<file path="config.mk">
export PLATFORM = sky130hd
export DESIGN_NAME = dpram_port_host
export DESIGN_NICKNAME = d
export VERILOG_FILES = /design/src/verilog/dpram_host_pkg.sv /design/src/verilog/dpram_port_host.sv /design/src/verilog/dpram_wait_counter.sv
export SDC_FILE = /design/constraint.sdc
export NUM_CORES = 1
export LEC_CHECK = 0
export BUFFER_PORTS_ARGS = -buffer_cell sky130_fd_sc_hd__buf_2
export CORE_ASPECT_RATIO = 2
export CORE_UTILIZATION = 40
export DETAILED_ROUTE_END_ITERATION = 7
export PLACE_DENSITY = 0.65
export SYNTH_ARGS = -nofsm -noshare
export SYNTH_HDL_FRONTEND = slang
export SYNTH_SLANG_ARGS = --single-unit
</file>
<file path="constraint.sdc">
create_clock -name clk_sys_i -period 2.42 [get_ports clk_sys_i]
set_input_delay 0.121 -clock clk_sys_i [delete_from_list [all_inputs] [get_ports clk_sys_i]]
set_output_delay 0.121 -clock clk_sys_i [all_outputs]
set_load 0.03 [all_outputs]
</file>
<file path="src/verilog/dpram_host_pkg.sv">
/*
 * constants for the host-side port controller of an asynchronous
 * dual-port static ram: widths, timing figures and derived cycle counts.
 * assumes a 50 MHz system clock.
 */
package dpram_host_pkg;
    localparam int ADDR_W = 18;
    localparam int DATA_W = 18;
    localparam int CLK_PERIOD_NS = 20;
    // timing figures in ns, slowest grade
    localparam int T_WC_NS = 15;
    localparam int T_EW_NS = 12;
    localparam int T_WP_NS = 12;
    localparam int T_DW_NS = 10;
    localparam int T_WZ_NS = 4;
    localparam int T_RC_NS = 15;
    localparam int T_AA_NS = 15;
    localparam int T_SAA_NS = 20;
    localparam int T_SWRD_NS = 5;
    // derived cycle counts, least times rounded up, at least one
    localparam int WP_MIN_NS = (T_WP_NS > T_WZ_NS + T_DW_NS) ? T_WP_NS : T_WZ_NS + T_DW_NS;
    localparam int WP_OE_CYC_I = (WP_MIN_NS + CLK_PERIOD_NS - 1) / CLK_PERIOD_NS;
    localparam int WP_CYC_I = (T_WP_NS + CLK_PERIOD_NS - 1) / CLK_PERIOD_NS;
    localparam int RD_CYC_I = (T_SAA_NS + CLK_PERIOD_NS - 1) / CLK_PERIOD_NS;
    localparam int SWRD_CYC_I = (T_SWRD_NS + CLK_PERIOD_NS - 1) / CLK_PERIOD_NS;
    localparam logic [3:0] WP_OE_CYC = 4'(WP_OE_CYC_I < 1 ? 1 : WP_OE_CYC_I);
    localparam logic [3:0] WP_CYC = 4'(WP_CYC_I < 1 ? 1 : WP_CYC_I);
    localparam logic [3:0] RD_CYC = 4'(RD_CYC_I < 1 ? 1 : RD_CYC_I);
    localparam logic [3:0] SWRD_CYC = 4'(SWRD_CYC_I < 1 ? 1 : SWRD_CYC_I);
    localparam logic [3:0] SETUP_CYC = 4'h1;
    // read data passes two synchroniser stages before it is taken
    localparam logic [3:0] SYNC_CYC = 4'h2;
    typedef enum logic [2:0] {
        ST_IDLE, ST_SETUP, ST_PULSE, ST_RECOVER, ST_READ, ST_FLAG_GAP
    } host_state_type;
endpackage

</file>
<file path="src/verilog/dpram_port_host.sv">
/*
 * host-side controller for one port of an asynchronous dual-port ram.
 * takes array or flag reads and writes on a simple request port and
 * drives the ram pins with strobe-controlled cycles.
 * assumes the ram is wired to these pins directly; data pins are
 * two-way and resolved outside by the enable.
 */
`timescale 1ns/10ps
module dpram_port_host (
    input wire logic clk_sys_i, // system clock
    input wire logic rstn_i, // async reset, active low
    input wire logic req_valid_i, // request present
    output logic req_ready_o, // request taken this cycle
    input wire logic req_write_i, // 1 write, 0 read
    input wire logic req_flag_i, // 1 flag space, 0 array
    input wire logic [dpram_host_pkg::ADDR_W-1:0] req_addr_i, // address
    input wire logic [dpram_host_pkg::DATA_W-1:0] req_wdata_i, // write data
    input wire logic [1:0] req_bytes_i, // byte lanes, bit1 high byte
    output logic rsp_valid_o, // read data valid pulse
    output logic [dpram_host_pkg::DATA_W-1:0] rsp_rdata_o, // read data
    input wire logic busy_n_i, // ram busy, active low
    output logic [dpram_host_pkg::ADDR_W-1:0] addr_o, // ram address
    output logic chip_enable_n_o, // ram chip enable
    output logic flag_space_select_n_o, // ram flag space select
    output logic write_n_o, // ram write strobe
    output logic output_enable_n_o, // ram output enable
    output logic high_byte_enable_n_o, // ram high byte lane
    output logic low_byte_enable_n_o, // ram low byte lane
    output logic [dpram_host_pkg::DATA_W-1:0] data_o, // data to ram
    output logic data_oe_o, // host drives data pins
    input wire logic [dpram_host_pkg::DATA_W-1:0] data_i // data from ram
);
    import dpram_host_pkg::*;

    host_state_type state_reg, state_next;
    logic [ADDR_W-1:0] addr_reg, addr_next;
    logic [DATA_W-1:0] wdata_reg, wdata_next;
    logic [DATA_W-1:0] rdata_reg, rdata_next;
    logic [1:0] bytes_reg, bytes_next;
    logic write_reg, write_next;
    logic flag_reg, flag_next;
    logic ce_n_reg, ce_n_next;
    logic sem_n_reg, sem_n_next;
    logic we_n_reg, we_n_next;
    logic oe_n_reg, oe_n_next;
    logic ub_n_reg, ub_n_next;
    logic lb_n_reg, lb_n_next;
    logic doe_reg, doe_next;
    logic rsp_reg, rsp_next;
    logic flag_wr_reg, flag_wr_next;
    logic load;
    logic [3:0] load_count;
    logic wait_done;
    logic [DATA_W-1:0] rd_sync1_reg, rd_sync2_reg;
    logic busy_sync1_reg, busy_sync2_reg;

    // pin inputs pass two flops before use
    always_ff @(posedge clk_sys_i or negedge rstn_i) begin
        if (!rstn_i) begin
            rd_sync1_reg <= '0;
            rd_sync2_reg <= '0;
            busy_sync1_reg <= 1'b1;
            busy_sync2_reg <= 1'b1;
        end else begin
            rd_sync1_reg <= data_i;
            rd_sync2_reg <= rd_sync1_reg;
            busy_sync1_reg <= busy_n_i;
            busy_sync2_reg <= busy_sync1_reg;
        end
    end

    dpram_wait_counter u_wait (
        .clk_sys_i(clk_sys_i),
        .rstn_i(rstn_i),
        .load_i(load),
        .count_i(load_count),
        .done_o(wait_done)
    );

    always_comb begin
        state_next = state_reg;
        addr_next = addr_reg;
        wdata_next = wdata_reg;
        rdata_next = rdata_reg;
        bytes_next = bytes_reg;
        write_next = write_reg;
        flag_next = flag_reg;
        ce_n_next = ce_n_reg;
        sem_n_next = sem_n_reg;
        we_n_next = we_n_reg;
        oe_n_next = oe_n_reg;
        ub_n_next = ub_n_reg;
        lb_n_next = lb_n_reg;
        doe_next = doe_reg;
        rsp_next = 1'b0;
        flag_wr_next = flag_wr_reg;
        load = 1'b0;
        load_count = 4'h0;
        req_ready_o = 1'b0;
        case (state_reg)
            ST_IDLE: begin
                // address only moves here, all strobes high
                if (req_valid_i && wait_done) begin
                    req_ready_o = 1'b1;
                    addr_next = req_addr_i;
                    wdata_next = req_wdata_i;
                    bytes_next = req_bytes_i;
                    write_next = req_write_i;
                    flag_next = req_flag_i;
                    ce_n_next = req_flag_i;
                    sem_n_next = !req_flag_i;
                    if (req_flag_i) begin
                        ub_n_next = 1'b0;
                        lb_n_next = 1'b0;
                    end else begin
                        ub_n_next = !req_bytes_i[1];
                        lb_n_next = !req_bytes_i[0];
                    end
                    load = 1'b1;
                    load_count = SETUP_CYC;
                    state_next = ST_SETUP;
                end
            end
            ST_SETUP: begin
                // enables settled; strobe now falls last and times the write
                if (wait_done) begin
                    load = 1'b1;
                    if (write_reg) begin
                        we_n_next = 1'b0;
                        doe_next = oe_n_reg;
                        load_count = oe_n_reg ? WP_CYC : WP_OE_CYC;
                        state_next = ST_PULSE;
                    end else begin
                        oe_n_next = 1'b0;
                        load_count = RD_CYC + SYNC_CYC;
                        state_next = ST_READ;
                    end
                end
            end
            ST_PULSE: begin
                if (wait_done) begin
                    we_n_next = 1'b1;
                    flag_wr_next = flag_reg;
                    state_next = ST_RECOVER;
                end
            end
            ST_RECOVER: begin
                // release data and enables after strobe rises
                doe_next = 1'b0;
                ce_n_next = 1'b1;
                sem_n_next = 1'b1;
                ub_n_next = 1'b1;
                lb_n_next = 1'b1;
                state_next = ST_IDLE;
                if (flag_wr_reg) begin
                    load = 1'b1;
                    load_count = SWRD_CYC;
                    flag_wr_next = 1'b0;
                    state_next = ST_FLAG_GAP;
                end
            end
            ST_FLAG_GAP: begin
                if (wait_done) begin
                    state_next = ST_IDLE;
                end
            end
            ST_READ: begin
                // wait out access time, then busy for same-address contention on array reads
                if (wait_done && (busy_sync2_reg || flag_reg)) begin
                    rdata_next = rd_sync2_reg;
                    rsp_next = 1'b1;
                    oe_n_next = 1'b1;
                    ce_n_next = 1'b1;
                    sem_n_next = 1'b1;
                    ub_n_next = 1'b1;
                    lb_n_next = 1'b1;
                    state_next = ST_IDLE;
                end
            end
            default: begin
                state_next = ST_IDLE;
            end
        endcase
    end

    always_ff @(posedge clk_sys_i or negedge rstn_i) begin
        if (!rstn_i) begin
            state_reg <= ST_IDLE;
            addr_reg <= '0;
            wdata_reg <= '0;
            rdata_reg <= '0;
            bytes_reg <= 2'h0;
            write_reg <= 1'b0;
            flag_reg <= 1'b0;
            ce_n_reg <= 1'b1;
            sem_n_reg <= 1'b1;
            we_n_reg <= 1'b1;
            oe_n_reg <= 1'b1;
            ub_n_reg <= 1'b1;
            lb_n_reg <= 1'b1;
            doe_reg <= 1'b0;
            rsp_reg <= 1'b0;
            flag_wr_reg <= 1'b0;
        end else begin
            state_reg <= state_next;
            addr_reg <= addr_next;
            wdata_reg <= wdata_next;
            rdata_reg <= rdata_next;
            bytes_reg <= bytes_next;
            write_reg <= write_next;
            flag_reg <= flag_next;
            ce_n_reg <= ce_n_next;
            sem_n_reg <= sem_n_next;
            we_n_reg <= we_n_next;
            oe_n_reg <= oe_n_next;
            ub_n_reg <= ub_n_next;
            lb_n_reg <= lb_n_next;
            doe_reg <= doe_next;
            rsp_reg <= rsp_next;
            flag_wr_reg <= flag_wr_next;
        end
    end

    assign addr_o = addr_reg;
    assign chip_enable_n_o = ce_n_reg;
    assign flag_space_select_n_o = sem_n_reg;
    assign write_n_o = we_n_reg;
    assign output_enable_n_o = oe_n_reg;
    assign high_byte_enable_n_o = ub_n_reg;
    assign low_byte_enable_n_o = lb_n_reg;
    assign data_o = wdata_reg;
    assign data_oe_o = doe_reg;
    assign rsp_valid_o = rsp_reg;
    assign rsp_rdata_o = rdata_reg;
endmodule // dpram_port_host

</file>
<file path="src/verilog/dpram_wait_counter.sv">
/*
 * down-counter that times the phases of one port access.
 * assumes the loader holds load_i for one cycle with the wanted count.
 */
`timescale 1ns/10ps
module dpram_wait_counter (
    input wire logic clk_sys_i, // system clock
    input wire logic rstn_i, // async reset, active low
    input wire logic load_i, // one-cycle load pulse
    input wire logic [3:0] count_i, // cycles to wait
    output logic done_o // high when count is zero
);
    logic [3:0] count_reg;
    logic [3:0] count_next;

    always_comb begin
        count_next = count_reg;
        if (load_i) begin
            count_next = count_i;
        end else if (count_reg != 4'h0) begin
            count_next = count_reg - 4'h1;
        end
    end

    always_ff @(posedge clk_sys_i or negedge rstn_i) begin
        if (!rstn_i) begin
            count_reg <= 4'h0;
        end else begin
            count_reg <= count_next;
        end
    end

    // pure register decode; load_i feeds back from done_o in the loader
    assign done_o = (count_reg == 4'h0);
endmodule // dpram_wait_counter

</file>
Yosys cells after proc, flatten, opt, wreduce, memory -nomap -nowiden
Index checks and enable logic that the tools add are counted.
{"block": "classes", "n_reduce_logical": 23, "eq_ne": 12, "add_sub_neg": 1, "mux": 45}
{"op": "$mux 1", "count": 23}
{"op": "$mux 3", "count": 7}
{"op": "$pmux 3 s6", "count": 1}
{"op": "$pmux 1 s3", "count": 5}
{"op": "$ne 2x2->1 const B", "count": 7}
{"op": "$reduce_bool 2->1", "count": 5}
{"op": "$mux 4", "count": 2}
{"op": "$pmux 1 s2", "count": 4}
{"op": "$reduce_and 4->1", "count": 2}
{"op": "$eq 3x2->1 const B", "count": 2}
{"op": "$eq 3x3->1 const B", "count": 2}
{"op": "$pmux 2 s3", "count": 1}
{"op": "$reduce_and 2->1", "count": 3}
{"op": "$reduce_and 3->1", "count": 2}
{"op": "$reduce_and 5->1", "count": 1}
{"op": "$logic_not 4->1", "count": 1}
{"op": "$mux 2", "count": 2}
{"op": "$reduce_bool 4->1", "count": 1}
{"op": "$sub 4x1->4 const B", "count": 1}
{"op": "$eq 3x1->1 const B", "count": 1}
{"op": "$logic_not 1->1", "count": 3}
{"op": "$logic_not 3->1", "count": 1}
{"op": "$reduce_bool 3->1", "count": 1}
{"op": "$logic_and 1x1->1", "count": 2}
{"op": "$logic_or 1x1->1", "count": 1}
{"block": "word_totals", "regBits": 110, "input_bits": 62, "out_inout_bits": 63, "wordCells": 101}

Longest topological paths before layout
{"block": "logic_depth", "depth_word": 5, "mapped_depth": 7, "mapped_depth_nobuf": 6}

Cells and area by module
Synthesis repeated with hierarchy kept, for this count alone.
{"block": "unflattened", "cells_unflattened": 256, "hier_area_um2": 4011.3}
{"mod": "dpram_port_host", "area_per_inst_um2": 3777.4, "n_inst": 1, "seq_area_each_um2": 2662.6, "cells_per_inst": 234}
{"mod": "dpram_wait_counter", "area_per_inst_um2": 234.0, "n_inst": 1, "seq_area_each_um2": 100.1, "cells_per_inst": 22}

Worst setup path before layout
Ideal clock, no wire load.
{"block": "synth_path", "path_type": "reg-to-reg", "startpoint": "register u_wait.count_reg[0]", "endpoint": "register rdata_reg[10], in the netlist rsp_rdata_o[10]", "t_arrival_ns": 1.880, "required_time_ns": 2.295, "path_stages_with_launch": 8, "path_buffers": 2, "setup_ns": 0.125, "setup_slack_ns": 0.415, "period_less_slack_ns": 2.005, "path_cell_list": "dfrtp_1 inv_1 ha_1 or3b_1 buf_2 nor4_4 buf_6 mux2_2"}
{"block": "synth_between", "elab_chain_cells": 3}
{"element": "from (decl)", "line": "dpram_wait_counter.sv:13", "source": "logic [3:0] count_reg;"}
{"element": "from (signal assigned)", "line": "dpram_wait_counter.sv:29", "source": "count_reg <= count_next;"}
{"element": "$logic_not 4->1", "line": "dpram_wait_counter.sv:34", "source": "assign done_o = (count_reg == 4'h0);"}
{"element": "$logic_and 1x1->1", "line": "dpram_port_host.sv:169", "source": "if (wait_done && (busy_sync2_reg || flag_reg)) begin"}
{"element": "$reduce_and 2->1 (no line)"}
{"element": "to (signal assigned)", "line": "dpram_port_host.sv:208", "source": "rdata_reg <= rdata_next;"}
{"element": "to (decl)", "line": "dpram_port_host.sv:38", "source": "logic [DATA_W-1:0] rdata_reg, rdata_next;"}
Every way passes these cells.
A chain may end at the register's enable or synchronous reset.

Worst setup path after layout
{"block": "layout_path", "startpoint": "register state_reg[0]", "endpoint": "output req_ready_o"}
{"block": "layout_between", "elab_chain_cells": 2}
{"element": "from (decl)", "line": "dpram_port_host.sv:35", "source": "host_state_type state_reg, state_next;"}
{"element": "from (signal assigned)", "line": "dpram_port_host.sv:205", "source": "state_reg <= state_next;"}
{"element": "$logic_not 3->1", "line": "dpram_port_host.sv:100", "source": "case (state_reg)"}
{"element": "$mux 1", "line": "dpram_port_host.sv:100"}
{"element": "to (decl)", "line": "dpram_port_host.sv:13", "source": "output logic req_ready_o,"}
Every way passes these cells.

==> reports/results.tsv <==
stage	metric	value	unit
run_status	status	finished with violations	
run_status	violations	DRC	
power_and_ir_drop	ir_drop	0.669	mV
global_route	grt-ovfl-total	0	
drt	drt_first_pass_iters	8	
layout	fin_nets	475	
synthesis	synthCells	252	
drt	routed_wl	8.05	mm
floorplan	die_y	143	µm
sta	final-hold-violation-count	0	
sta	grt_setup_unrepaired	false	
synthesis	ys_ff_latch	110	
global_route	grt_first_pass_wirelength	12.9	mm
global_route	grt_pass1_vias	2676	
sta	fin_crit_sh	0.914	
placed_design	gp_congestion	0.767	
sta	worst_pin_slew	592	ps
placed_design	hpwl	5.61	mm
floorplan	io_pins	125	
cts	cts_tree	yes	
drt	vias	2590	
cts	htreeDepth	3	
synthesis	synth-main-ff-cell	dfrtp_1	
floorplan	die_area	10300	µm²
cts	clockRootBuffer	clkbuf_16	
critical_path	slowest_delay	570	ps
power_and_ir_drop	powerDensity	1270	nW/µm²
synthesis	syn_area	3960	µm²
drt	viasPerCell	4.73	
floorplan	fp.coreArea	9700	µm²
cts	clkSinkCount	110	
cts	cts_setup_buffers	0	
critical_path	critPathCaptureType	primary output	
critical_path	critical_path_class	reg2out	
sta	period_minus_slack	2210	ps
cts	clk_pin_slew	70	ps
critical_path	arrival	2090	ps
min_path	hold_class	in2reg	
synthesis	synthesis.nets	316	
sta	setup_violations	0	
critical_path	worstPathRequired	2300	ps
floorplan	start_util	0.408	
synthesis	yosysUniqueCellTypes	44	
synthesis	yosysWarnings	0	
critical_path	r2r_setup_slack	230	ps
synthesis	postSynthAreaPerCell	15.7	µm²
layout	area_delta_synth_final	35.6	%
placed_design	port_buffers	124	
layout	drive_gt1_frac	0.502	
cts	clk_latency	340	ps
layout	fin_util	0.553	
sta	finalMaxSlewViolations	0	
sta	finClkSkew	9.05	ps
global_route	antenna_found_initial	0	
synthesis	async_flop_share	1.00	
layout	final_cells	548	
job	maxCapViolations	0	
layout	final_common_cell	buf_2	
placed_design	place_inst	502	
floorplan	die_width	72.3	µm
sta	setup_tns	0	ps
global_route	groute.usage.overall	0.169	
critical_path	worstPathMaxFanout	36	
layout	antenna_cells	0	
synthesis	synth-edff-count	0	
cts	cts_resized	0	
power_and_ir_drop	power	6.79	mW
critical_path	cp-start-kind	flip-flop	
sta	fmax	452	MHz
cts	hold_buffers	29	
cts	cts_made_buffers	9	
drt	ant_nets	0	
floorplan	rows	51	
cts	clk_path_buf_depth	2	
drt	drc_errors	2	
critical_path	crit_chain	nor4b_2 -> nand2_2 -> buf_12 -> inv_1 -> buf_2	
critical_path	slowest_stage	dfrtp_1	
layout	final_cell_mix	buf_2, dfrtp_1, mux2_2	
sta	slew_headroom	0.601	
drt	drtIter0Drc	95	
synthesis	ys_seq_area_frac	0.699	
global_route	grt_max_degree	69	
power_and_ir_drop	leakage	2.59	nW
drt	post_drt_wl_per_cell	14.7	µm
final timing paths:
kind | start | to | cells after the start
worst min register to register | rd_sync1_reg[8] | rd_sync2_reg[8] | 0
min in group asynchronous | rstn_i | data_o[15] | 2
worst min-delay path | req_addr_i[16] | addr_o[16] | 2
worst max register to register | u_wait.count_reg[0] | rsp_rdata_o[13] | 6
max in group asynchronous | rstn_i | busy_sync2_reg | 3
worst max-delay path | state_reg[0] | req_ready_o | 5
synth_stat cells, drive strengths merged, types with 2 or more instances:
library cell | n | area (µm²)
ha | 2 | 25.0
inv | 3 | 11.3
nand2b | 2 | 12.5
nor3 | 3 | 15.0
nor2 | 10 | 37.5
o22a | 2 | 17.5
clkbuf | 3 | 11.3
dfstp | 8 | 210
nand2 | 7 | 26.3
dfrtp | 102 | 2550
buf | 9 | 57.6
a21oi | 2 | 10.0
a22oi | 2 | 15.0
o31ai | 2 | 15.0
nand3 | 3 | 15.0
mux2 | 56 | 631
a211oi | 2 | 15.0
o21ai | 6 | 30.0
xnor2 | 2 | 17.5
nor4 | 2 | 33.8
nor2b | 2 | 12.5
o21a | 2 | 15.0
nand3b | 2 | 15.0
critical path, delay by kind of cell (launching register included):
kind / cells / cell delay, ps
and+or+nand+nor: 2 / 690
buffers and inverters: 3 / 480
DFF: 1 / 570
kinds of logic after synthesis:
family          synth area share
compound gates            0.0509
buf+inv                   0.0202
flops                      0.699
fa+ha+maj                0.00633
xor+xnor                 0.00443
simple gates              0.0601
mux                        0.159
power breakdown:
group	leakage (nW)	total, mW	switching (mW)	internal [mW]
combinational	1.12	2.53	1.60	0.936
clock	0.150	1.47	0.610	0.860
sequential	1.32	2.79	0.352	2.44
total	2.59	6.79	2.56	4.24
area by class of cell:
class	instances	area, µm²
clock inverters	3	43.8
repair buffers	160	1010
fillers	863	4340
flip-flops and latches	110	2760
multi-input cells	127	1110
inverters	3	11.3
well taps	132	165
clock buffers	13	260
per-stage QoR:
step                setup slack (ps)  area (µm²)  hold WS, ps
floorplan                        415        3960         -175
global placement                 301        4760          141
detailed placement               242        4760          157
CTS                              146        5350        0.182
global route                    47.5        5360         1.87
finish                           208        5360         9.96
layer usage:
layer	part of all wire	track usage	vias to the layer above	routed length, µm
met3	0.035	0.0480	22	280
met5	0	0	-	0
li1	-	-	1203	-
met2	0.58	0.300	68	4690
met4	0.036	0.0970	0	291
met1	0.35	0.171	1297	2780
Note: power is estimated with default switching activity, not from simulation.
